$ cat config.mk
export PLATFORM = sky130hd
export DESIGN_NAME = channel_input_conditioning_regs
export DESIGN_NICKNAME = d
export VERILOG_FILES = /design/src/rtl/ch_cond_pkg.sv /design/src/rtl/sticky_flags.sv /design/src/rtl/glitch_filter.sv /design/src/rtl/channel_input_conditioning_regs.sv
export VERILOG_INCLUDE_DIRS = /design/src /design/src/rtl
export SDC_FILE = /design/constraint.sdc
export NUM_CORES = 1
export LEC_CHECK = 0
export ABC_AREA = 1
export BUFFER_PORTS_ARGS = -buffer_cell sky130_fd_sc_hd__buf_2
export CAP_MARGIN = 20
export CORE_UTILIZATION = 30
export CTS_CLUSTER_DIAMETER = 200
export DETAILED_ROUTE_END_ITERATION = 6
export PLACE_DENSITY = 0.5
export SLEW_MARGIN = 20
export SYNTH_ARGS = -nofsm -noshare
export SYNTH_HDL_FRONTEND = slang
export SYNTH_SLANG_ARGS = --single-unit
$ cat constraint.sdc
create_clock -name CLK -period 2.8 [get_ports CLK]
set_input_delay 0.28 -clock CLK [delete_from_list [all_inputs] [get_ports CLK]]
set_output_delay 0.28 -clock CLK [all_outputs]
set_load 0.005 [all_outputs]
$ cat src/rtl/ch_cond_regs.svh
// constants of the channel input conditioning register bank
`ifndef CH_COND_REGS_SVH
`define CH_COND_REGS_SVH

// ****************************************************************
// address map
// ****************************************************************
`define CH_REGION_TOP 3'h0
`define OFF_STAT_EN 4'h0
`define OFF_FILTER 4'h1
`define OFF_GLITCH 4'h2
`define OFF_STATUS 4'h3
`define OFF_LOW_HI 4'h4
`define OFF_LOW_LO 4'h5
`define OFF_HIGH_HI 4'h6
`define OFF_HIGH_LO 4'h7
`define OFF_PRESET_B3 4'h8
`define OFF_PRESET_B2 4'h9
`define OFF_PRESET_B1 4'ha
`define OFF_PRESET_B0 4'hb
`define ADDR_MONITOR 8'h20
`define ADDR_SUPERVISORY 8'h21

// ****************************************************************
// field positions
// ****************************************************************
`define EN_BIT0 0
`define EN_BIT1 1
`define EN_BELOW_ABOVE 2
`define EN_AUX_LIMITS 3
`define FLT_CUTOFF_LSB 0
`define FLT_HB_BIT 4
`define FLT_ITP_BIT 5

// ****************************************************************
// reset values
// ****************************************************************
`define RST_STAT_EN 4'h0
`define RST_CUTOFF 4'h0
`define RST_HB 1'h0
`define RST_ITP 1'h0
`define RST_GLITCH 4'h7
`define RST_LOW_LIMIT 16'h8000
`define RST_HIGH_LIMIT 16'h7fff
`define RST_FLAGS 8'h00
`define RST_PRESET 32'h0000_0000

// ****************************************************************
// codes and timing
// ****************************************************************
`define CUTOFF_MAX 4'hc
`define CUTOFF_MIN_NON_VOLTAGE 4'h2
`define GF_CLK_HZ 40000000
`define GF_BASE_HZ 8000000
`define GF_TOP_SHORT 8'h7f
`define GF_TOP_FULL 8'hff
`define GF_SHORT_SETTING 4'h1
`define GF_BASE_SETTING 4'h2

`endif

$ cat src/rtl/ch_cond_pkg.sv
// types shared by the channel input conditioning bank
`default_nettype none
package ch_cond_pkg;
  typedef logic [7:0] byte_t;
  typedef logic [3:0] code_t;
  typedef logic [15:0] sample_t;
  typedef logic [31:0] preset_t;
  typedef logic [6:0] status_t;
endpackage : ch_cond_pkg
`default_nettype wire

$ cat src/rtl/sticky_flags.sv
// set-on-event flags that clear when their register is read
`default_nettype none
module sticky_flags #(
  parameter int W = 8
) (
  // clock and reset
  input wire logic clk,
  input wire logic rst_b,
  // events and read clear
  input wire logic [W-1:0] set,
  input wire logic clear,
  // flags
  output logic [W-1:0] flags
);
  // a set arriving with the read clear survives into the next read
  always_ff @(posedge clk or negedge rst_b) begin
    if (!rst_b) begin
      flags <= '0;
    end else begin
      flags <= (clear ? '0 : flags) | set;
    end
  end
endmodule : sticky_flags
`default_nettype wire

$ cat src/rtl/glitch_filter.sv
// up/down counting spike filter for one digital input
`include "ch_cond_regs.svh"
`default_nettype none
module glitch_filter (
  // clock and reset
  input wire logic clk,
  input wire logic rst_b,
  // synchronised input and setting
  input wire logic din,
  input wire logic [3:0] setting,
  // filtered output
  output logic dout
);
  import ch_cond_pkg::*;
  localparam int DIV = `GF_CLK_HZ / `GF_BASE_HZ;

  logic [2:0] div_cnt;
  logic base_tick;
  logic [12:0] rate_cnt;
  logic [12:0] rate_mask;
  logic sample_tick;
  logic [7:0] cnt;
  logic [7:0] top;

  // ****************************************************************
  // sample clock: 8 MHz base, halved per setting step above 2
  // ****************************************************************
  always_ff @(posedge clk or negedge rst_b) begin
    if (!rst_b) begin
      div_cnt <= 3'h0;
      base_tick <= 1'b0;
    end else if (div_cnt == 3'(DIV - 1)) begin
      div_cnt <= 3'h0;
      base_tick <= 1'b1;
    end else begin
      div_cnt <= div_cnt + 3'h1;
      base_tick <= 1'b0;
    end
  end

  always_ff @(posedge clk or negedge rst_b) begin
    if (!rst_b) begin
      rate_cnt <= 13'h0000;
    end else if (base_tick) begin
      rate_cnt <= rate_cnt + 13'h0001;
    end
  end

  always_comb begin
    rate_mask = 13'h0000;
    if (setting > `GF_BASE_SETTING) begin
      rate_mask = 13'((14'h0001 << (setting - `GF_BASE_SETTING)) - 14'h0001);
    end
    sample_tick = base_tick && ((rate_cnt & rate_mask) == rate_mask);
    top = (setting == `GF_SHORT_SETTING) ? `GF_TOP_SHORT : `GF_TOP_FULL;
  end

  // ****************************************************************
  // counter and output
  // ****************************************************************
  // free-running sample phase: the filter time is exact to one sample
  always_ff @(posedge clk or negedge rst_b) begin
    if (!rst_b) begin
      cnt <= 8'h00;
      dout <= 1'b0;
    end else if (setting == 4'h0) begin
      cnt <= 8'h00;
      dout <= din;
    end else if (cnt > top) begin
      cnt <= top;
    end else if (sample_tick) begin
      if (din && cnt != top) begin
        cnt <= cnt + 8'h01;
        if (cnt + 8'h01 == top) begin
          dout <= 1'b1;
        end
      end else if (!din && cnt != 8'h00) begin
        cnt <= cnt - 8'h01;
        if (cnt == 8'h01) begin
          dout <= 1'b0;
        end
      end
    end
  end
endmodule : glitch_filter
`default_nettype wire

$ cat src/rtl/channel_input_conditioning_regs.sv
// per-channel input conditioning configuration and status registers
`include "ch_cond_regs.svh"
`default_nettype none
module channel_input_conditioning_regs (
  // clock and reset
  input wire logic CLK,
  input wire logic RST_B,
  // register access from the serial host port decoder
  input wire logic REG_WR,
  input wire logic REG_RD,
  input wire ch_cond_pkg::byte_t REG_ADDR,
  input wire ch_cond_pkg::byte_t REG_WDATA,
  output ch_cond_pkg::byte_t REG_RDATA,
  output logic REG_RVALID,
  // digital input pins, one per channel
  input wire logic [1:0] DIN_RAW,
  output logic [1:0] DIN_FILT,
  // converter samples, one per channel
  input wire ch_cond_pkg::sample_t AI_SAMPLE_0,
  input wire ch_cond_pkg::sample_t AI_SAMPLE_1,
  input wire logic [1:0] AI_VALID,
  input wire logic [1:0] VOLTAGE_MODE,
  // other status events, two per channel, and aux limit events, three per channel
  input wire logic [3:0] STATUS_EVENT,
  input wire logic [5:0] AUX_LIMIT_EVENT,
  // converter filter control
  output ch_cond_pkg::code_t CUTOFF_0,
  output ch_cond_pkg::code_t CUTOFF_1,
  output logic [1:0] HB_BYPASS,
  output logic [1:0] ITP_BYPASS,
  // channel status to the flag aggregation
  output ch_cond_pkg::status_t CHANNEL_STATUS_0,
  output ch_cond_pkg::status_t CHANNEL_STATUS_1,
  // counter preset
  input wire logic [1:0] PWM_MODE,
  output ch_cond_pkg::preset_t PRESET_0,
  output ch_cond_pkg::preset_t PRESET_1,
  output logic [1:0] PRESET_LOAD,
  output logic [1:0] PRESET_LOW_ONLY,
  // fault levels from the analog monitors
  input wire logic [3:0] INT_FAULT,
  input wire ch_cond_pkg::byte_t SUPV_FAULT,
  output ch_cond_pkg::byte_t SUPERVISORY_FLAGS
);
  import ch_cond_pkg::*;

  // ****************************************************************
  // address decode
  // ****************************************************************
  function automatic logic ch_hit(input byte_t addr, input int ch, input logic [3:0] off);
    ch_hit = (addr[7:5] == `CH_REGION_TOP) && (addr[4] == ch[0]) && (addr[3:0] == off);
  endfunction : ch_hit

  logic [3:0] stat_en [2];
  code_t cutoff [2];
  logic hb [2];
  logic itp [2];
  code_t glitch_time [2];
  sample_t low_limit [2];
  sample_t high_limit [2];
  status_t status [2];
  sample_t sample [2];
  logic [1:0] din_s1;
  logic [1:0] din_s2;
  logic [3:0] int_s1;
  logic [3:0] int_s2;
  byte_t supv_s1;
  byte_t supv_s2;
  logic [3:0] monitor;
  byte_t supervisory;
  byte_t next_rdata;

  assign sample[0] = AI_SAMPLE_0;
  assign sample[1] = AI_SAMPLE_1;

  // ****************************************************************
  // pin synchronisers
  // ****************************************************************
  always_ff @(posedge CLK or negedge RST_B) begin
    if (!RST_B) begin
      din_s1 <= 2'h0;
      din_s2 <= 2'h0;
      int_s1 <= 4'h0;
      int_s2 <= 4'h0;
      supv_s1 <= 8'h00;
      supv_s2 <= 8'h00;
    end else begin
      din_s1 <= DIN_RAW;
      din_s2 <= din_s1;
      int_s1 <= INT_FAULT;
      int_s2 <= int_s1;
      supv_s1 <= SUPV_FAULT;
      supv_s2 <= supv_s1;
    end
  end

  // ****************************************************************
  // per-channel logic
  // ****************************************************************
  for (genvar c = 0; c < 2; c++) begin : g_ch
    logic stat_rd;
    logic below;
    logic above;
    status_t stat_set;
    preset_t stage;
    logic upper_written;
    code_t next_cutoff;

    // configuration writes
    always_ff @(posedge CLK or negedge RST_B) begin
      if (!RST_B) begin
        stat_en[c] <= `RST_STAT_EN;
        cutoff[c] <= `RST_CUTOFF;
        hb[c] <= `RST_HB;
        itp[c] <= `RST_ITP;
        glitch_time[c] <= `RST_GLITCH;
      end else if (REG_WR) begin
        if (ch_hit(REG_ADDR, c, `OFF_STAT_EN)) begin
          stat_en[c] <= REG_WDATA[3:0];
        end
        if (ch_hit(REG_ADDR, c, `OFF_FILTER)) begin
          cutoff[c] <= REG_WDATA[`FLT_CUTOFF_LSB +: 4];
          hb[c] <= REG_WDATA[`FLT_HB_BIT];
          itp[c] <= REG_WDATA[`FLT_ITP_BIT];
        end
        if (ch_hit(REG_ADDR, c, `OFF_GLITCH)) begin
          glitch_time[c] <= REG_WDATA[3:0];
        end
      end
    end

    // limits are written a byte at a time
    always_ff @(posedge CLK or negedge RST_B) begin
      if (!RST_B) begin
        low_limit[c] <= `RST_LOW_LIMIT;
        high_limit[c] <= `RST_HIGH_LIMIT;
      end else if (REG_WR) begin
        if (ch_hit(REG_ADDR, c, `OFF_LOW_HI)) begin
          low_limit[c][15:8] <= REG_WDATA;
        end
        if (ch_hit(REG_ADDR, c, `OFF_LOW_LO)) begin
          low_limit[c][7:0] <= REG_WDATA;
        end
        if (ch_hit(REG_ADDR, c, `OFF_HIGH_HI)) begin
          high_limit[c][15:8] <= REG_WDATA;
        end
        if (ch_hit(REG_ADDR, c, `OFF_HIGH_LO)) begin
          high_limit[c][7:0] <= REG_WDATA;
        end
      end
    end

    // cut-off code to the converter filter
    always_comb begin
      next_cutoff = (cutoff[c] > `CUTOFF_MAX) ? `CUTOFF_MAX : cutoff[c];
      // the two widest bypass bands are unusable outside voltage measurement
      if (hb[c] && !VOLTAGE_MODE[c] && next_cutoff < `CUTOFF_MIN_NON_VOLTAGE) begin
        next_cutoff = `CUTOFF_MIN_NON_VOLTAGE;
      end
    end

    always_ff @(posedge CLK or negedge RST_B) begin
      if (!RST_B) begin
        HB_BYPASS[c] <= `RST_HB;
        ITP_BYPASS[c] <= `RST_ITP;
      end else begin
        HB_BYPASS[c] <= hb[c];
        ITP_BYPASS[c] <= itp[c];
      end
    end

    if (c == 0) begin : g_cut0
      always_ff @(posedge CLK or negedge RST_B) begin
        if (!RST_B) begin
          CUTOFF_0 <= `RST_CUTOFF;
        end else begin
          CUTOFF_0 <= next_cutoff;
        end
      end
    end else begin : g_cut1
      always_ff @(posedge CLK or negedge RST_B) begin
        if (!RST_B) begin
          CUTOFF_1 <= `RST_CUTOFF;
        end else begin
          CUTOFF_1 <= next_cutoff;
        end
      end
    end

    // window check on signed samples; limits are the last valid values
    always_comb begin
      below = AI_VALID[c] && ($signed(sample[c]) < $signed(low_limit[c]));
      above = AI_VALID[c] && ($signed(sample[c]) > $signed(high_limit[c]));
      stat_set[0] = STATUS_EVENT[2*c] && stat_en[c][`EN_BIT0];
      stat_set[1] = STATUS_EVENT[2*c+1] && stat_en[c][`EN_BIT1];
      stat_set[2] = below && stat_en[c][`EN_BELOW_ABOVE];
      stat_set[3] = above && stat_en[c][`EN_BELOW_ABOVE];
      stat_set[6:4] = AUX_LIMIT_EVENT[3*c +: 3] & {3{stat_en[c][`EN_AUX_LIMITS]}};
    end

    assign stat_rd = REG_RD && ch_hit(REG_ADDR, c, `OFF_STATUS);

    sticky_flags #(
      .W(7)
    ) u_status (
      .clk(CLK),
      .rst_b(RST_B),
      .set(stat_set),
      .clear(stat_rd),
      .flags(status[c])
    );

    glitch_filter u_glitch (
      .clk(CLK),
      .rst_b(RST_B),
      .din(din_s2[c]),
      .setting(glitch_time[c]),
      .dout(DIN_FILT[c])
    );

    // counter preset: bytes stage, the last byte commits the word
    always_ff @(posedge CLK or negedge RST_B) begin
      if (!RST_B) begin
        stage <= `RST_PRESET;
        upper_written <= 1'b0;
        PRESET_LOAD[c] <= 1'b0;
        PRESET_LOW_ONLY[c] <= 1'b0;
      end else begin
        PRESET_LOAD[c] <= 1'b0;
        PRESET_LOW_ONLY[c] <= 1'b0;
        if (REG_WR) begin
          if (ch_hit(REG_ADDR, c, `OFF_PRESET_B3)) begin
            stage[31:24] <= REG_WDATA;
            upper_written <= 1'b1;
          end
          if (ch_hit(REG_ADDR, c, `OFF_PRESET_B2)) begin
            stage[23:16] <= REG_WDATA;
            upper_written <= 1'b1;
          end
          if (ch_hit(REG_ADDR, c, `OFF_PRESET_B1)) begin
            stage[15:8] <= REG_WDATA;
          end
          if (ch_hit(REG_ADDR, c, `OFF_PRESET_B0)) begin
            stage[7:0] <= REG_WDATA;
            upper_written <= 1'b0;
            // a lower-half-only write is dropped outside the PWM modes
            PRESET_LOAD[c] <= upper_written || PWM_MODE[c];
            PRESET_LOW_ONLY[c] <= !upper_written && PWM_MODE[c];
          end
        end
      end
    end

    if (c == 0) begin : g_pre0
      always_ff @(posedge CLK or negedge RST_B) begin
        if (!RST_B) begin
          PRESET_0 <= `RST_PRESET;
        end else if (REG_WR && ch_hit(REG_ADDR, c, `OFF_PRESET_B0)) begin
          if (upper_written) begin
            PRESET_0 <= {stage[31:8], REG_WDATA};
          end else if (PWM_MODE[c]) begin
            PRESET_0[15:0] <= {stage[15:8], REG_WDATA};
          end
        end
      end
      always_ff @(posedge CLK or negedge RST_B) begin
        if (!RST_B) begin
          CHANNEL_STATUS_0 <= 7'h00;
        end else begin
          CHANNEL_STATUS_0 <= status[c];
        end
      end
    end else begin : g_pre1
      always_ff @(posedge CLK or negedge RST_B) begin
        if (!RST_B) begin
          PRESET_1 <= `RST_PRESET;
        end else if (REG_WR && ch_hit(REG_ADDR, c, `OFF_PRESET_B0)) begin
          if (upper_written) begin
            PRESET_1 <= {stage[31:8], REG_WDATA};
          end else if (PWM_MODE[c]) begin
            PRESET_1[15:0] <= {stage[15:8], REG_WDATA};
          end
        end
      end
      always_ff @(posedge CLK or negedge RST_B) begin
        if (!RST_B) begin
          CHANNEL_STATUS_1 <= 7'h00;
        end else begin
          CHANNEL_STATUS_1 <= status[c];
        end
      end
    end
  end

  // ****************************************************************
  // internal monitor and supervisory flags
  // ****************************************************************
  // the monitor flags go to the read mux only, never to status or flags
  sticky_flags #(
    .W(4)
  ) u_monitor (
    .clk(CLK),
    .rst_b(RST_B),
    .set(int_s2),
    .clear(REG_RD && REG_ADDR == `ADDR_MONITOR),
    .flags(monitor)
  );

  sticky_flags #(
    .W(8)
  ) u_supervisory (
    .clk(CLK),
    .rst_b(RST_B),
    .set(supv_s2),
    .clear(REG_RD && REG_ADDR == `ADDR_SUPERVISORY),
    .flags(supervisory)
  );

  always_ff @(posedge CLK or negedge RST_B) begin
    if (!RST_B) begin
      SUPERVISORY_FLAGS <= `RST_FLAGS;
    end else begin
      SUPERVISORY_FLAGS <= supervisory;
    end
  end

  // ****************************************************************
  // read mux
  // ****************************************************************
  // the preset is write-only and reads as zero like any unmapped byte
  always_comb begin
    next_rdata = 8'h00;
    if (REG_ADDR == `ADDR_MONITOR) begin
      next_rdata = {4'h0, monitor};
    end else if (REG_ADDR == `ADDR_SUPERVISORY) begin
      next_rdata = supervisory;
    end else if (REG_ADDR[7:5] == `CH_REGION_TOP) begin
      case (REG_ADDR[3:0])
        `OFF_STAT_EN: next_rdata = {4'h0, stat_en[REG_ADDR[4]]};
        `OFF_FILTER: next_rdata = {2'h0, itp[REG_ADDR[4]], hb[REG_ADDR[4]],
                                   cutoff[REG_ADDR[4]]};
        `OFF_GLITCH: next_rdata = {4'h0, glitch_time[REG_ADDR[4]]};
        `OFF_STATUS: next_rdata = {1'b0, status[REG_ADDR[4]]};
        `OFF_LOW_HI: next_rdata = low_limit[REG_ADDR[4]][15:8];
        `OFF_LOW_LO: next_rdata = low_limit[REG_ADDR[4]][7:0];
        `OFF_HIGH_HI: next_rdata = high_limit[REG_ADDR[4]][15:8];
        `OFF_HIGH_LO: next_rdata = high_limit[REG_ADDR[4]][7:0];
        default: next_rdata = 8'h00;
      endcase
    end
  end

  always_ff @(posedge CLK or negedge RST_B) begin
    if (!RST_B) begin
      REG_RDATA <= 8'h00;
      REG_RVALID <= 1'b0;
    end else begin
      REG_RVALID <= REG_RD;
      if (REG_RD) begin
        REG_RDATA <= next_rdata;
      end
    end
  end
endmodule : channel_input_conditioning_regs
`default_nettype wire

==> metrics.md, run 1 <==
| Metric | Value |
|---|---|
| Post-DP HPWL | 37.9 mm |
| Min-delay src | PWM_MODE[1] |
| Crit path capture type | flop |
| FMAX | 390 MHz |
| Vias per cell | 4.66 |
| Ys Warns | 0 |
| Die Wd | 243 µm |
| Die height | 243 µm |
| Most common cell in the netlist | nand2_1 |
| Starting Density | 0.304 |
| Most area-hungry cell type in the Yosys netlist | dfrtp_1 |
| DRC viols | 0 |
| CTS Root Cell | clkbuf_16 |
| Final Hold Fails | 0 |
| CTS tree | done |
| I/O pin cnt | 195 |
| Synth Cell Area | 17500 µm² |
| TritonRoute pass-1 iters | 5 |
| Crit path cell chain | inv_2 > ha_4 > inv_2 > nor2_4 > nand3_1 > ha_1 > o21ai_0 > a21oi_1 > nand2_1 > nor2_1 > nand2_1 > nor2_2 > nand2_4 > nand2_1 > nand2_1 > nand2_1 > nand2_1 |
| Slowest Stage Delay on Critical Path | 0.57 ns |
| WHS Path Cells | 3 |
| R2R Setup Slk | 0.23 ns |
| FP Rows | 88 |
| Crit path DAT | 3.03 ns |
| Ys async rst share | 1.00 |
| Final Non-Filler Cells | 3020 |
| Die area | 59200 µm² |
| Worst Hold Slack | 0.0339 ns |
| Yosys top cell area share | 0.460 |
| Final weighted congestion in routability-driven placement | 0.882 |
| Port buffer count | 194 |
| Largest cells by area after synthesis | dfrtp_1 46%, nand2_1 12%, ha_1 6.0% |
| Hold Path Sink | PRESET_LOW_ONLY[1]$_DFF_PN0_ |
| WL/cell | 17.3 µm |
| Worst-path clk slew | 0.06 ns |
| GRT Total Usage | 0.176 |
| Setup Slack @ Placement | 0.0554 ns |
| Top Family by Delay on Critical Path | simple AND/OR/NAND/NOR gates |
| Max Cap Viol | 0 |
| Crit path max-delay cell type | dfstp_2 |
| Clock Skews | 0.0101 ns |
| LEAKAGE | 10.4 nW |
| Core Region | 57600 µm² |
| Max clock buf depth | 3 |
| WL final | 52.3 mm |
| Syn Nets | 2147 |
| CP dominant cell by count | nand2_1 |
| Final Max Slew Viols | 0 |
| Status | finished clean |
| Htree depth | 2 |
| Worst setup slack after layout | 0.235 ns |
| Setup TNS | 0 ns |
| Min cycle time layout | 2.57 ns |
| Dominant synthesized flop cell | dfrtp_1 |
| R2r endpoint | g_ch[0].u_glitch.dout$_DFFE_PN0P_ |
| Total CTS buffers | 44 |
| Class of the worst hold path | in -> reg |
| WS Path Type | reg -> reg |
| EDFF count, synth | 0 |
| Post-synth top cells | 560 x nand2_1, 321 x dfrtp_1, 201 x inv_1 |
| Clk_lat worst skew | 0.57 ns |
| Startpoint types | flop |
| Overflow after GRT | 0 |
| Sequential fraction of the synthesis area | 0.517 |
| Measured slew at the worst slew-check pin | 0.935 ns |
| Via count | 14.1k |
| Syn avg cell area | 8.82 µm² |
| Layout cells sized above 1 | 0.177 |
| Fin util | 0.368 |
| Final nets | 2384 |
| Worst EP required | 3.26 ns |
| Antenna Nets Post-Route | 0 |
| RSZ-0062 raised after global routing | no |
| Final Cycle Share | 0.916 |
| Worst path bufs/invs | 2 |
| Worst reg2reg path startpoint | glitch_time[5]$_DFFE_PN1P_ |
| Area Overhead vs Synth | 21.2% |
| Global-route wire length before repair | 81.1 mm |
| Pin count of the biggest net entering global routing | 91 |
| Reg2Reg Depth | 17 |
| Worst slew margin | 0.376 |
| Number of synthesized register bits | 359 |
| Yosys cell types | 49 |
| Number of global-route vias before repair | 13.9k |
| CTS Sinks | 359 |
| Max FO, Critical Path | 10 |
| Post-Syn Instances | 1981 |
| Final setup violation count | 0 |
| Initial DRC Count | 766 |
| Placed insts | 2901 |
| Maximum vdd drop | 0.332 mV |
| PD cells | 612 nW/µm² |
| Initial antenna violation count | 16 |
kinds of logic (layout without fill, tap and decap cells):
family                   count (synthesis)  after routing  synth area share
AND/OR/NAND/NOR                        795            795             0.196
AO/OA/AOI/OAI                          369            369             0.115
flip-flops                             359            359             0.517
buffers and inverters                  297            570            0.0685
adder cells (fa/ha/maj)                 84             84            0.0601
XOR/XNOR                                44             44            0.0220
multiplexers                            33             33            0.0213
other                                    0              1                 0
how the worst max path moves through the flow:
| stage | startpoint | to | slack, ns | cells after the start |
|---|---|---|---|---|
| 2_1_floorplan | glitch_time[5]$_DFFE_PN1P_ | g_ch[0].u_glitch.dout$_DFFE_PN0P_ | 0.25 | 18 |
| 3_3_place_gp | glitch_time[5]$_DFFE_PN1P_ | g_ch[0].u_glitch.dout$_DFFE_PN0P_ | 0.09 | 17 |
| 3_5_place_dp | glitch_time[5]$_DFFE_PN1P_ | g_ch[0].u_glitch.dout$_DFFE_PN0P_ | 0.06 | 17 |
| 4_1_cts | glitch_time[5]$_DFFE_PN1P_ | g_ch[0].u_glitch.dout$_DFFE_PN0P_ | 0.04 | 17 |
| 5_1_grt | glitch_time[5]$_DFFE_PN1P_ | g_ch[0].u_glitch.dout$_DFFE_PN0P_ | 0.02 | 17 |
| 6_report | glitch_time[5]$_DFFE_PN1P_ | g_ch[0].u_glitch.dout$_DFFE_PN0P_ | 0.23 | 17 |
metal layers:
layer	part of all wire	GRT usage	up-vias
met3	0.057	0.0443	106
li1	-	-	6915
met5	0.0035	0	-
met4	0.028	0.0527	30
met1	0.46	0.236	6723
met2	0.45	0.280	305
area by class of cell:
cell class / count / area, µm²
diodes: 1 / 2.50
flip-flops and latches: 359 / 9030
inverters: 230 / 863
fillers: 5898 / 36400
clock inverters: 9 / 150
clock buffers: 73 / 1300
multi-input cells: 1325 / 7270
repair buffers: 258 / 1610
well taps: 765 / 957
worst min-delay path, stage by stage:
cell	delay [ns]
buf_2	0.10
nand3_1	0.13
nor2_1	0.05
repair_timing:
action / in CTS / in global routing
hold endpoints to repair: 73 / 0
hold buffers: 34 / 0
endpoints found under the setup margin: 0 / 9
resized for setup: 0 / 5
setup buffers: 0 / 2
placed cells by master (no fill, tap or decap), drive strengths merged:
master,count
nand2,574
dfrtp,321
o21ai,252
inv,231
buf,224
nor2,93
ha,84
clkbuf,73
nand3,61
a21oi,59
dfstp,38
xor2,37
dlygate4sd3,34
mux2,33
nand4,33
nor3,23
a22o,15
o21bai,14
a21o,7
xnor2,7
o211ai,5
a31oi,5
clkinv,5
o22ai,4
nor4,4
nand3b,3
bufinv,3
a211oi,2
nor3b,2
a22oi,2
diode,1
and3,1
o21a,1
o31ai,1
a221oi,1
or2,1
o2111ai,1
registers in the layout, indices dropped and copies added, names as in the netlist, 14 cells and up:
| register | cells |
|---|---|
| g_ch.stage | 48 |
| high_limit | 32 |
| PRESET_1 | 32 |
| g_ch.u_status.flags | 14 |
| PRESET_0 | 32 |
| g_ch.u_glitch.cnt | 16 |
| low_limit | 32 |
| g_ch.u_glitch.rate_cnt | 26 |
power breakdown:
part	leakage [nW]	switching, mW	internal (mW)
clock network	0.706	2.26	3.45
logic	5.17	0.918	0.557
registers	4.49	0.251	5.51
stage by stage:
| step | total power [mW] | cell area, µm² |
|---|---|---|
| 2_1_floorplan | 6.59 | 17500 |
| 3_3_place_gp | 7.27 | 19400 |
| 3_5_place_dp | 7.29 | 19400 |
| 4_1_cts | 13.1 | 21100 |
| 5_1_grt | 13.6 | 21200 |
| 6_report | 13.0 | 21200 |
Power figures use the tool's default switching activity.
==> run 2, diff against run 1 <==
--- a/config.mk
+++ b/config.mk
@@ -6,13 +6,13 @@
 export SDC_FILE = /design/constraint.sdc
 export NUM_CORES = 1
 export LEC_CHECK = 0
-export ABC_AREA = 1
+export ABC_AREA = 0
 export BUFFER_PORTS_ARGS = -buffer_cell sky130_fd_sc_hd__buf_2
 export CAP_MARGIN = 20
 export CORE_UTILIZATION = 30
 export CTS_CLUSTER_DIAMETER = 200
 export DETAILED_ROUTE_END_ITERATION = 6
-export PLACE_DENSITY = 0.5
+export PLACE_DENSITY = 0.51
 export SLEW_MARGIN = 20
 export SYNTH_ARGS = -nofsm -noshare
 export SYNTH_HDL_FRONTEND = slang
==> run 2 against run 1 <==
  * Count of clock-buffer cells in the layout fell by 20
  * Fmax fell by 25%
  * Register-to-register slack got worse by 0.85 ns
  * Sequential cell count did not move
  * Final cell count fell by 17%
  * Global-route usage fell by 0.40 points
  * Die area fell by 1.9%
  * Core utilization rose by 1.4 points
  * The run now ends with negative setup slack left
  * Area after synthesis fell by 1.9%
  * Combinational power barely moved
==> metrics.md, run 2 <==
| Metric | Value |
|---|---|
| WL final | 49.2 mm (was 52.3 mm) |
| Max Cap Viol | 0 (unchanged) |
| Overflow after GRT | 0 (unchanged) |
| Max clock buf depth | 3 (unchanged) |
| Maximum vdd drop | 0.378 mV (was 0.332 mV) |
| Crit path capture type | flop (unchanged) |
| I/O pin cnt | 195 (unchanged) |
| WL/cell | 19.5 µm (was 17.3 µm) |
| Die area | 58100 µm² (was 59200 µm²) |
| Setup Slack @ Placement | -0.558 ns (was 0.0554 ns) |
| Htree depth | 2 (unchanged) |
| CTS Sinks | 359 (unchanged) |
| EDFF count, synth | 0 (unchanged) |
| Post-DP HPWL | 35.3 mm (was 37.9 mm) |
| Combinational Power Share | 0.111 (was 0.114) |
| Initial antenna violation count | 5 (was 16) |
| LEAKAGE | 10.1 nW (was 10.4 nW) |
| WS Path Type | reg -> reg (unchanged) |
| Number of global-route vias before repair | 12.7k (was 13.9k) |
| Number of fill cells | 5616 (was 5898) |
| Final nets | 1892 (was 2384) |
| Dominant synthesized flop cell | dfrtp_1 (unchanged) |
| Layout cells sized above 1 | 0.369 (was 0.177) |
| Total CTS buffers | 43 (was 44) |
| Die height | 241 µm (was 243 µm) |
| Commonest non-fill, non-tap cell in the layout | dfrtp_1 (was nand2_1) |
| Worst setup slack after layout | -0.614 ns (was 0.235 ns) |
| Final Hold Fails | 0 (unchanged) |
| Register share of total power | 0.437 (was 0.445) |
| CTS Root Cell | clkbuf_16 (unchanged) |
| Setup TNS | -7.69 ns (was 0 ns) |
| Max FO, Critical Path | 7 (was 10) |
| Yosys cell types | 76 (was 49) |
| Pin count of the biggest net entering global routing | 74 (was 91) |
| Yosys top cell area share | 0.469 (was 0.460) |
| Crit path DAT | 3.90 ns (was 3.03 ns) |
| Reg2Reg Depth | 13 (was 17) |
| Min-delay src | VOLTAGE_MODE[0] (was PWM_MODE[1]) |
| RSZ-0062 raised after global routing | yes (was no) |
| Switching power share of the total | 0.258 (was 0.265) |
| WHS Path Cells | 4 (was 3) |
| Final Cycle Share | 1.22 (was 0.916) |
| Synth Cell Area | 17100 µm² (was 17500 µm²) |
| Vias per cell | 4.87 (was 4.66) |
| Worst reg2reg path startpoint | glitch_time[5]$_DFFE_PN1P_ (unchanged) |
| Antenna Nets Post-Route | 0 (unchanged) |
| Crit path cell chain | inv_4 > ha_4 > nand2_4 > or3_1 > ha_2 > buf_6 > nor3b_4 > o32ai_2 > o221ai_2 > o41a_1 > buf_4 > o31a_1 > o22ai_1 (was inv_2 > ha_4 > inv_2 > nor2_4 > nand3_1 > ha_1 > o21ai_0 > a21oi_1 > nand2_1 > nor2_1 > nand2_1 > nor2_2 > nand2_4 > nand2_1 > nand2_1 > nand2_1 > nand2_1) |
| Failing checks | negative setup slack |
| Min cycle time layout | 3.41 ns (was 2.57 ns) |
| Switching Power | 3.42 mW (was 3.43 mW) |
| R2R Setup Slk | -0.61 ns (was 0.23 ns) |
| Worst Hold Slack | 0.0746 ns (was 0.0339 ns) |
| Number of synthesized register bits | 359 (unchanged) |
| Status | finished with violations (was finished clean) |
| FMAX | 293 MHz (was 390 MHz) |
| Final Max Slew Viols | 0 (unchanged) |
| Post-Syn Instances | 1436 (was 1981) |
| Sequential fraction of the synthesis area | 0.527 (was 0.517) |
| Syn avg cell area | 11.9 µm² (was 8.82 µm²) |
| Worst slew margin | 0.409 (was 0.376) |
| Via count | 12.3k (was 14.1k) |
| Final weighted congestion in routability-driven placement | 0.879 (was 0.882) |
| Largest cells by area after synthesis | dfrtp_1 47%, mux2_2 14%, ha_1 6.1% (was dfrtp_1 46%, nand2_1 12%, ha_1 6.0%) |
| FP Rows | 87 (was 88) |
| Slowest Stage Delay on Critical Path | 0.55 ns (was 0.57 ns) |
| GRT Total Usage | 0.172 (was 0.176) |
| Area Overhead vs Synth | 25.6% (was 21.2%) |
| Port buffer count | 194 (unchanged) |
| Commonest non-fill, non-tap cells in the layout | 321 x dfrtp_1, 208 x mux2_2, 194 x buf_2 (was 559 x nand2_1, 321 x dfrtp_1, 200 x inv_1) |
| Starting Density | 0.304 (about the same) |
| TritonRoute pass-1 iters | 5 (unchanged) |
| Clock Skews | 0.0250 ns (was 0.0101 ns) |
| Initial DRC Count | 760 (was 766) |
| P_int | 9.84 mW (was 9.52 mW) |
| Most common cell in the netlist | dfrtp_1 (was nand2_1) |
| Crit path max-delay cell type | dfstp_2 (unchanged) |
| Global-route wire length before repair | 76.1 mm (was 81.1 mm) |
| Clk_lat worst skew | 0.57 ns (about the same) |
| Max reg flops | 48 (unchanged) |
| Startpoint types | flop (unchanged) |
| DRC viols | 0 (unchanged) |
| Clock network fraction of total power | 0.452 (was 0.441) |
| Die Wd | 241 µm (was 243 µm) |
| Class of the worst hold path | in -> reg (unchanged) |
| Hold Path Sink | CUTOFF_0[0]$_DFF_PN0_ (was PRESET_LOW_ONLY[1]$_DFF_PN0_) |
| PD cells | 616 nW/µm² (was 612 nW/µm²) |
| Most area-hungry cell type in the Yosys netlist | dfrtp_1 (unchanged) |
| Worst EP required | 3.28 ns (was 3.26 ns) |
| Ys async rst share | 1.00 (unchanged) |
| Largest register by flop count | g_ch.stage (unchanged) |
| Core Region | 56400 µm² (was 57600 µm²) |
| R2r endpoint | g_ch[0].u_glitch.cnt[5]$_DFFE_PN0P_ (was g_ch[0].u_glitch.dout$_DFFE_PN0P_) |
| CTS tree | done (unchanged) |
| Post-synth top cells | 321 x dfrtp_1, 208 x mux2_2, 94 x inv_1 (was 560 x nand2_1, 321 x dfrtp_1, 201 x inv_1) |
| Worst-path clk slew | 0.06 ns (about the same) |
| Ys Warns | 0 (unchanged) |
| Measured slew at the worst slew-check pin | 0.879 ns (was 0.935 ns) |
| Final setup violation count | 18 (was 0) |
| Syn Nets | 1602 (was 2147) |
[run 2: changes by cell type in the layout (fill, tap and decap cells not counted), moves of 46 or more]
cell / previous run / this run
o21ai_0: 89 / 32
buf_4: 25 / 71
nand2_1: 559 / 86
mux2_2: 1 / 208
o21ai_1: 163 / 8
inv_1: 200 / 90
mux2i_1: 0 / 54
[run 2: per-layer routing]
| layer | share of wire | global-route usage | vias to the layer above |
|---|---|---|---|
| met3 | 0.050 | 0.0398 | 102 |
| li1 | - | - | 5743 |
| met4 | 0.029 | 0.0537 | 8 |
| met1 | 0.44 | 0.227 | 6178 |
| met5 | 0.0011 | 0 | - |
| met2 | 0.48 | 0.280 | 233 |
[run 2: power groups by stage]
stage / Combinational [mW] / Sequential [mW] / Clock (mW)
6_report: 1.47 / 5.80 / 5.99
4_1_cts: 1.46 / 5.80 / 6.20
3_5_place_dp: 1.40 / 5.89 / 0
5_1_grt: 1.64 / 5.83 / 6.40
2_1_floorplan: 0.782 / 5.76 / 0
3_3_place_gp: 1.38 / 5.88 / 0
[run 2: how the worst max path moves through the flow]
| stage | from | endpoint | slack (ns) | depth (start not counted) |
|---|---|---|---|---|
| 6_report | glitch_time[5]$_DFFE_PN1P_ | g_ch[0].u_glitch.cnt[5]$_DFFE_PN0P_ | -0.61 | 13 |
| 3_5_place_dp | glitch_time[6]$_DFFE_PN1P_ | g_ch[0].u_glitch.cnt[7]$_DFFE_PN0P_ | -0.56 | 12 |
| 2_1_floorplan | glitch_time[5]$_DFFE_PN1P_ | g_ch[0].u_glitch.cnt[1]$_DFFE_PN0P_ | -0.56 | 16 |
| 5_1_grt | glitch_time[5]$_DFFE_PN1P_ | g_ch[0].u_glitch.cnt[5]$_DFFE_PN0P_ | -0.68 | 13 |
| 4_1_cts | glitch_time[5]$_DFFE_PN1P_ | g_ch[0].u_glitch.cnt[7]$_DFFE_PN0P_ | -0.57 | 12 |
| 3_3_place_gp | glitch_time[6]$_DFFE_PN1P_ | g_ch[0].u_glitch.cnt[3]$_DFFE_PN0P_ | -0.55 | 14 |
[run 2: cells by family after synthesis]
| kind of cell | after synthesis | synth area share |
|---|---|---|
| DFF | 359 | 0.527 |
| and+or+nand+nor | 289 | 0.0868 |
| muxes | 262 | 0.168 |
| AOI/OAI and AO/OA | 238 | 0.0928 |
| buffers and inverters | 157 | 0.0393 |
| adders and majority gates | 84 | 0.0613 |
| xor gates and xnor gates | 47 | 0.0249 |
[run 2: cell type report]
type,count,area [µm²],area share
Clock buffer,53,1170,0.0546
Sequential cell,359,9030,0.419
Tap cell,756,946,0.0439
Inverter,94,358,0.0166
Clock inverter,27,353,0.0164
Multi-Input combinational cell,920,7670,0.356
Antenna cell,1,2.50,0.000116
Timing Repair Buffer,308,2000,0.0930
[run 2: what timing repair did]
action | in CTS | in global routing
gates cloned | 1 | 1
buffers inserted | 1 | 4
hold buffers | 29 | 0
endpoints found under the hold margin | 87 | 0
setup endpoints to repair | 18 | 18
gates resized for setup | 10 | 32
pin swaps | 7 | 24
[run 2: critical path, delay by kind of cell, from the launching register on]
family,cells,cell delay [ns]
AO/OA/AOI/OAI,5,1.38
AND/OR/NAND/NOR,3,0.53
flip-flops,1,0.55
adder cells (fa/ha/maj),2,0.49
buffers and inverters,3,0.37
[run 2: stage by stage]
step                      instance area, µm²  total power [mW]  cells  utilization
final                                  21500              13.3   2518        0.382
after global routing                   21500              13.9   2517        0.382
after CTS                              21300              13.5   2512        0.379
after detailed placement               19500              7.29   2401        0.345
after global placement                 19500              7.26   2401        0.345
after floorplan                        17300              6.54   1436            -
==> run 3, diff against run 2 <==
--- a/config.mk
+++ b/config.mk
@@ -9,10 +9,10 @@
 export ABC_AREA = 0
 export BUFFER_PORTS_ARGS = -buffer_cell sky130_fd_sc_hd__buf_2
 export CAP_MARGIN = 20
-export CORE_UTILIZATION = 30
+export CORE_UTILIZATION = 59
 export CTS_CLUSTER_DIAMETER = 200
 export DETAILED_ROUTE_END_ITERATION = 6
-export PLACE_DENSITY = 0.51
+export PLACE_DENSITY = 0.84
 export SLEW_MARGIN = 20
 export SYNTH_ARGS = -nofsm -noshare
 export SYNTH_HDL_FRONTEND = slang
==> run 3 against run 2 <==
  * The flow still finishes with violations (negative setup slack)
  * Critical path type unchanged
  * Largest power group is now sequential cells
  * Sequential cell count unchanged
  * Worst setup slack better by 0.14 ns
  * Fmax is 4.2% higher
  * Register-to-register slack better by 0.14 ns
  * Cell area shrank 3.4%
==> metrics.md, run 3 (synthesis gave the netlist of run 2 again) <==
| Metric | Value |
|---|---|
| Top Family by Delay on Critical Path | compound AO/OA/AOI/OAI gates (unchanged) |
| Max FO, Critical Path | 8 (was 7) |
| LEAKAGE | 10.0 nW (was 10.1 nW) |
| Layout cells sized above 1 | 0.366 (was 0.369) |
| Final nets | 1876 (was 1892) |
| Switching power share of the total | 0.255 (was 0.258) |
| Number of global-route vias before repair | 13.4k (was 12.7k) |
| Startpoint types | flop (unchanged) |
| Final Cycle Share | 1.17 (was 1.22) |
| Commonest non-fill, non-tap cells in the layout | 321 x dfrtp_1, 208 x mux2_2, 193 x buf_2 (was 321 x dfrtp_1, 208 x mux2_2, 194 x buf_2) |
| Vias per cell | 6.13 (was 4.87) |
| Final Non-Filler Cells | 2127 (was 2518) |
| Register share of total power | 0.464 (was 0.437) |
| WS Path Type | reg -> reg (unchanged) |
| WL/cell | 22.1 µm (was 19.5 µm) |
| Placed insts | 2019 (was 2401) |
| Worst slew margin | 0.294 (was 0.409) |
| Starting Density | 0.599 (was 0.304) |
| WL final | 46.9 mm (was 49.2 mm) |
| Max Cap Viol | 0 (unchanged) |
| Switching Power | 3.18 mW (was 3.42 mW) |
| PD cells | 600 nW/µm² (was 616 nW/µm²) |
| Combinational Power Share | 0.118 (was 0.111) |
| CTS Root Cell | clkbuf_16 (unchanged) |
| Via count | 13.0k (was 12.3k) |
| Overflow after GRT | 0 (unchanged) |
| Final setup violation count | 18 (unchanged) |
| CTS tree | done (unchanged) |
| Setup TNS | -7.36 ns (was -7.69 ns) |
| Clock network fraction of total power | 0.417 (was 0.452) |
| CTS Sinks | 359 (unchanged) |
| Crit path capture type | flop (unchanged) |
| Antenna Nets Post-Route | 0 (unchanged) |
| Min cycle time layout | 3.28 ns (was 3.41 ns) |
| Clock Skews | 0.0180 ns (was 0.0250 ns) |
| Max clock buf depth | 3 (unchanged) |
| Initial antenna violation count | 5 (unchanged) |
| Measured slew at the worst slew-check pin | 1.05 ns (was 0.879 ns) |
| DRC viols | 0 (unchanged) |
| TritonRoute pass-1 iters | 6 (was 5) |
| FF+latch area | 9030 µm² (unchanged) |
| Crit path cell chain | inv_4 > ha_4 > nand2_4 > or3_4 > ha_4 > buf_6 > nor3b_4 > o32ai_2 > o221ai_2 > o41a_1 > or3_1 > a32oi_1 (was inv_4 > ha_4 > nand2_4 > or3_1 > ha_2 > buf_6 > nor3b_4 > o32ai_2 > o221ai_2 > o41a_1 > buf_4 > o31a_1 > o22ai_1) |
| Die Wd | 172 µm (was 241 µm) |
| P_int | 9.30 mW (was 9.84 mW) |
| Maximum vdd drop | 0.562 mV (was 0.378 mV) |
| Die area | 29700 µm² (was 58100 µm²) |
| Failing checks | negative setup slack (unchanged) |
| Total CTS buffers | 37 (was 43) |
| Global-route wire length before repair | 71.8 mm (was 76.1 mm) |
| Area occupied by multi-input gates | 7710 µm² (was 7670 µm²) |
| Final weighted congestion in routability-driven placement | 0.935 (was 0.879) |
| Crit path DAT | 3.72 ns (was 3.90 ns) |
| Final Hold Fails | 0 (unchanged) |
| Max reg flops | 48 (unchanged) |
| Slowest Stage Delay on Critical Path | 0.55 ns (about the same) |
| GRT Total Usage | 0.318 (was 0.172) |
| Pin count of the biggest net entering global routing | 74 (unchanged) |
| Area Overhead vs Synth | 21.4% (was 25.6%) |
| Die height | 172 µm (was 241 µm) |
| Core Region | 28600 µm² (was 56400 µm²) |
| Final Max Slew Viols | 0 (unchanged) |
| Commonest non-fill, non-tap cell in the layout | dfrtp_1 (unchanged) |
| Worst path bufs/invs | 2 (was 3) |
| I/O pin cnt | 195 (unchanged) |
| Largest register by flop count | g_ch.stage (unchanged) |
| Worst setup slack after layout | -0.476 ns (was -0.614 ns) |
| Worst Hold Slack | 0.0175 ns (was 0.0746 ns) |
| Initial DRC Count | 1101 (was 760) |
| Status | finished with violations (unchanged) |
| Post-DP HPWL | 31.4 mm (was 35.3 mm) |
| Port buffer count | 194 (unchanged) |
| Crit path max-delay cell type | dfstp_2 (unchanged) |
| FP Rows | 62 (was 87) |
| CP dominant cell by count | ha_4 |
| FMAX | 305 MHz (was 293 MHz) |
| Class of the worst hold path | in -> reg (unchanged) |
| Htree depth | 2 (unchanged) |
| Clk_lat worst skew | 0.53 ns (was 0.57 ns) |
| Worst-path clk slew | 0.06 ns (about the same) |
| Number of fill cells | 1848 (was 5616) |
| Worst EP required | 3.24 ns (was 3.28 ns) |
| RSZ-0062 raised after global routing | yes (unchanged) |
| Fin util | 0.727 (was 0.382) |
run 3: worst register-to-register path: stages, from the launching register on:
cell and delay [ns]:
dfstp_2 0.55, inv_4 0.04, ha_4 0.27, nand2_4 0.05, or3_4 0.40, ha_4 0.18
buf_6 0.13, nor3b_4 0.14, o32ai_2 0.28, o221ai_2 0.16, o41a_1 0.45, or3_1 0.36
a32oi_1 0.19
run 3: final timing paths:
kind	from	endpoint	slack [ns]	depth (start not counted)
max in group asynchronous	RST_B	high_limit[18]$_DFFE_PN1P_	1.59	3
setup / recovery	glitch_time[5]$_DFFE_PN1P_	g_ch[0].u_glitch.cnt[7]$_DFFE_PN0P_	-0.48	12
min in group asynchronous	RST_B	g_ch[0].u_glitch.cnt[1]$_DFFE_PN0P_	0.36	2
hold / removal	AUX_LIMIT_EVENT[2]	g_ch[0].u_status.flags[6]$_DFF_PN0_	0.02	2
setup reg to reg	glitch_time[5]$_DFFE_PN1P_	g_ch[0].u_glitch.cnt[7]$_DFFE_PN0P_	-0.48	12
hold reg to reg	din_s1[1]$_DFF_PN0_	din_s2[1]$_DFF_PN0_	0.35	0
run 3: routing by layer:
metal  share of wire  vias to the layer above  track usage  routed length (µm)
li1                -                     5715            -                   -
met1            0.38                     6553        0.393               18000
met2            0.50                      593        0.541               23500
met3           0.071                      175       0.0584                3320
met4           0.043                        2        0.151                2040
met5         0.00023                        -            0                  11
run 3: area by class of cell:
type                    instances  area share
repair buffers                297      0.0924
inverters                      94      0.0172
clock buffers                  53      0.0528
flip-flops and latches        359       0.434
well taps                     384      0.0231
multi-input cells             921       0.371
clock inverters                15     0.00938
diodes                          4    0.000481
run 3: timing repair:
action	in CTS	in global routing
pin swaps	17	16
setup buffers	7	5
hold endpoints to repair	79	0
gates resized for setup	27	19
cloned	2	0
hold buffers	22	0
setup endpoints to repair	18	18
run 3: power by group through the flow:
stage | clock [mW] | sequential, mW | combinational [mW]
after floorplan | 0 | 5.76 | 0.782
after global placement | 0 | 5.85 | 1.28
after detailed placement | 0 | 5.86 | 1.34
after CTS | 5.26 | 5.77 | 1.43
after global routing | 5.47 | 5.81 | 1.61
final | 5.21 | 5.79 | 1.48
run 3: through the flow:
| step | cell area, µm² | total power [mW] | setup slack [ns] |
|---|---|---|---|
| final | 20800 | 12.5 | -0.476 |
| after global placement | 19000 | 7.13 | -0.477 |
| after CTS | 20700 | 12.5 | -0.436 |
| after detailed placement | 19000 | 7.20 | -0.535 |
| after global routing | 20800 | 12.9 | -0.563 |
| after floorplan | 17300 | 6.54 | -0.560 |
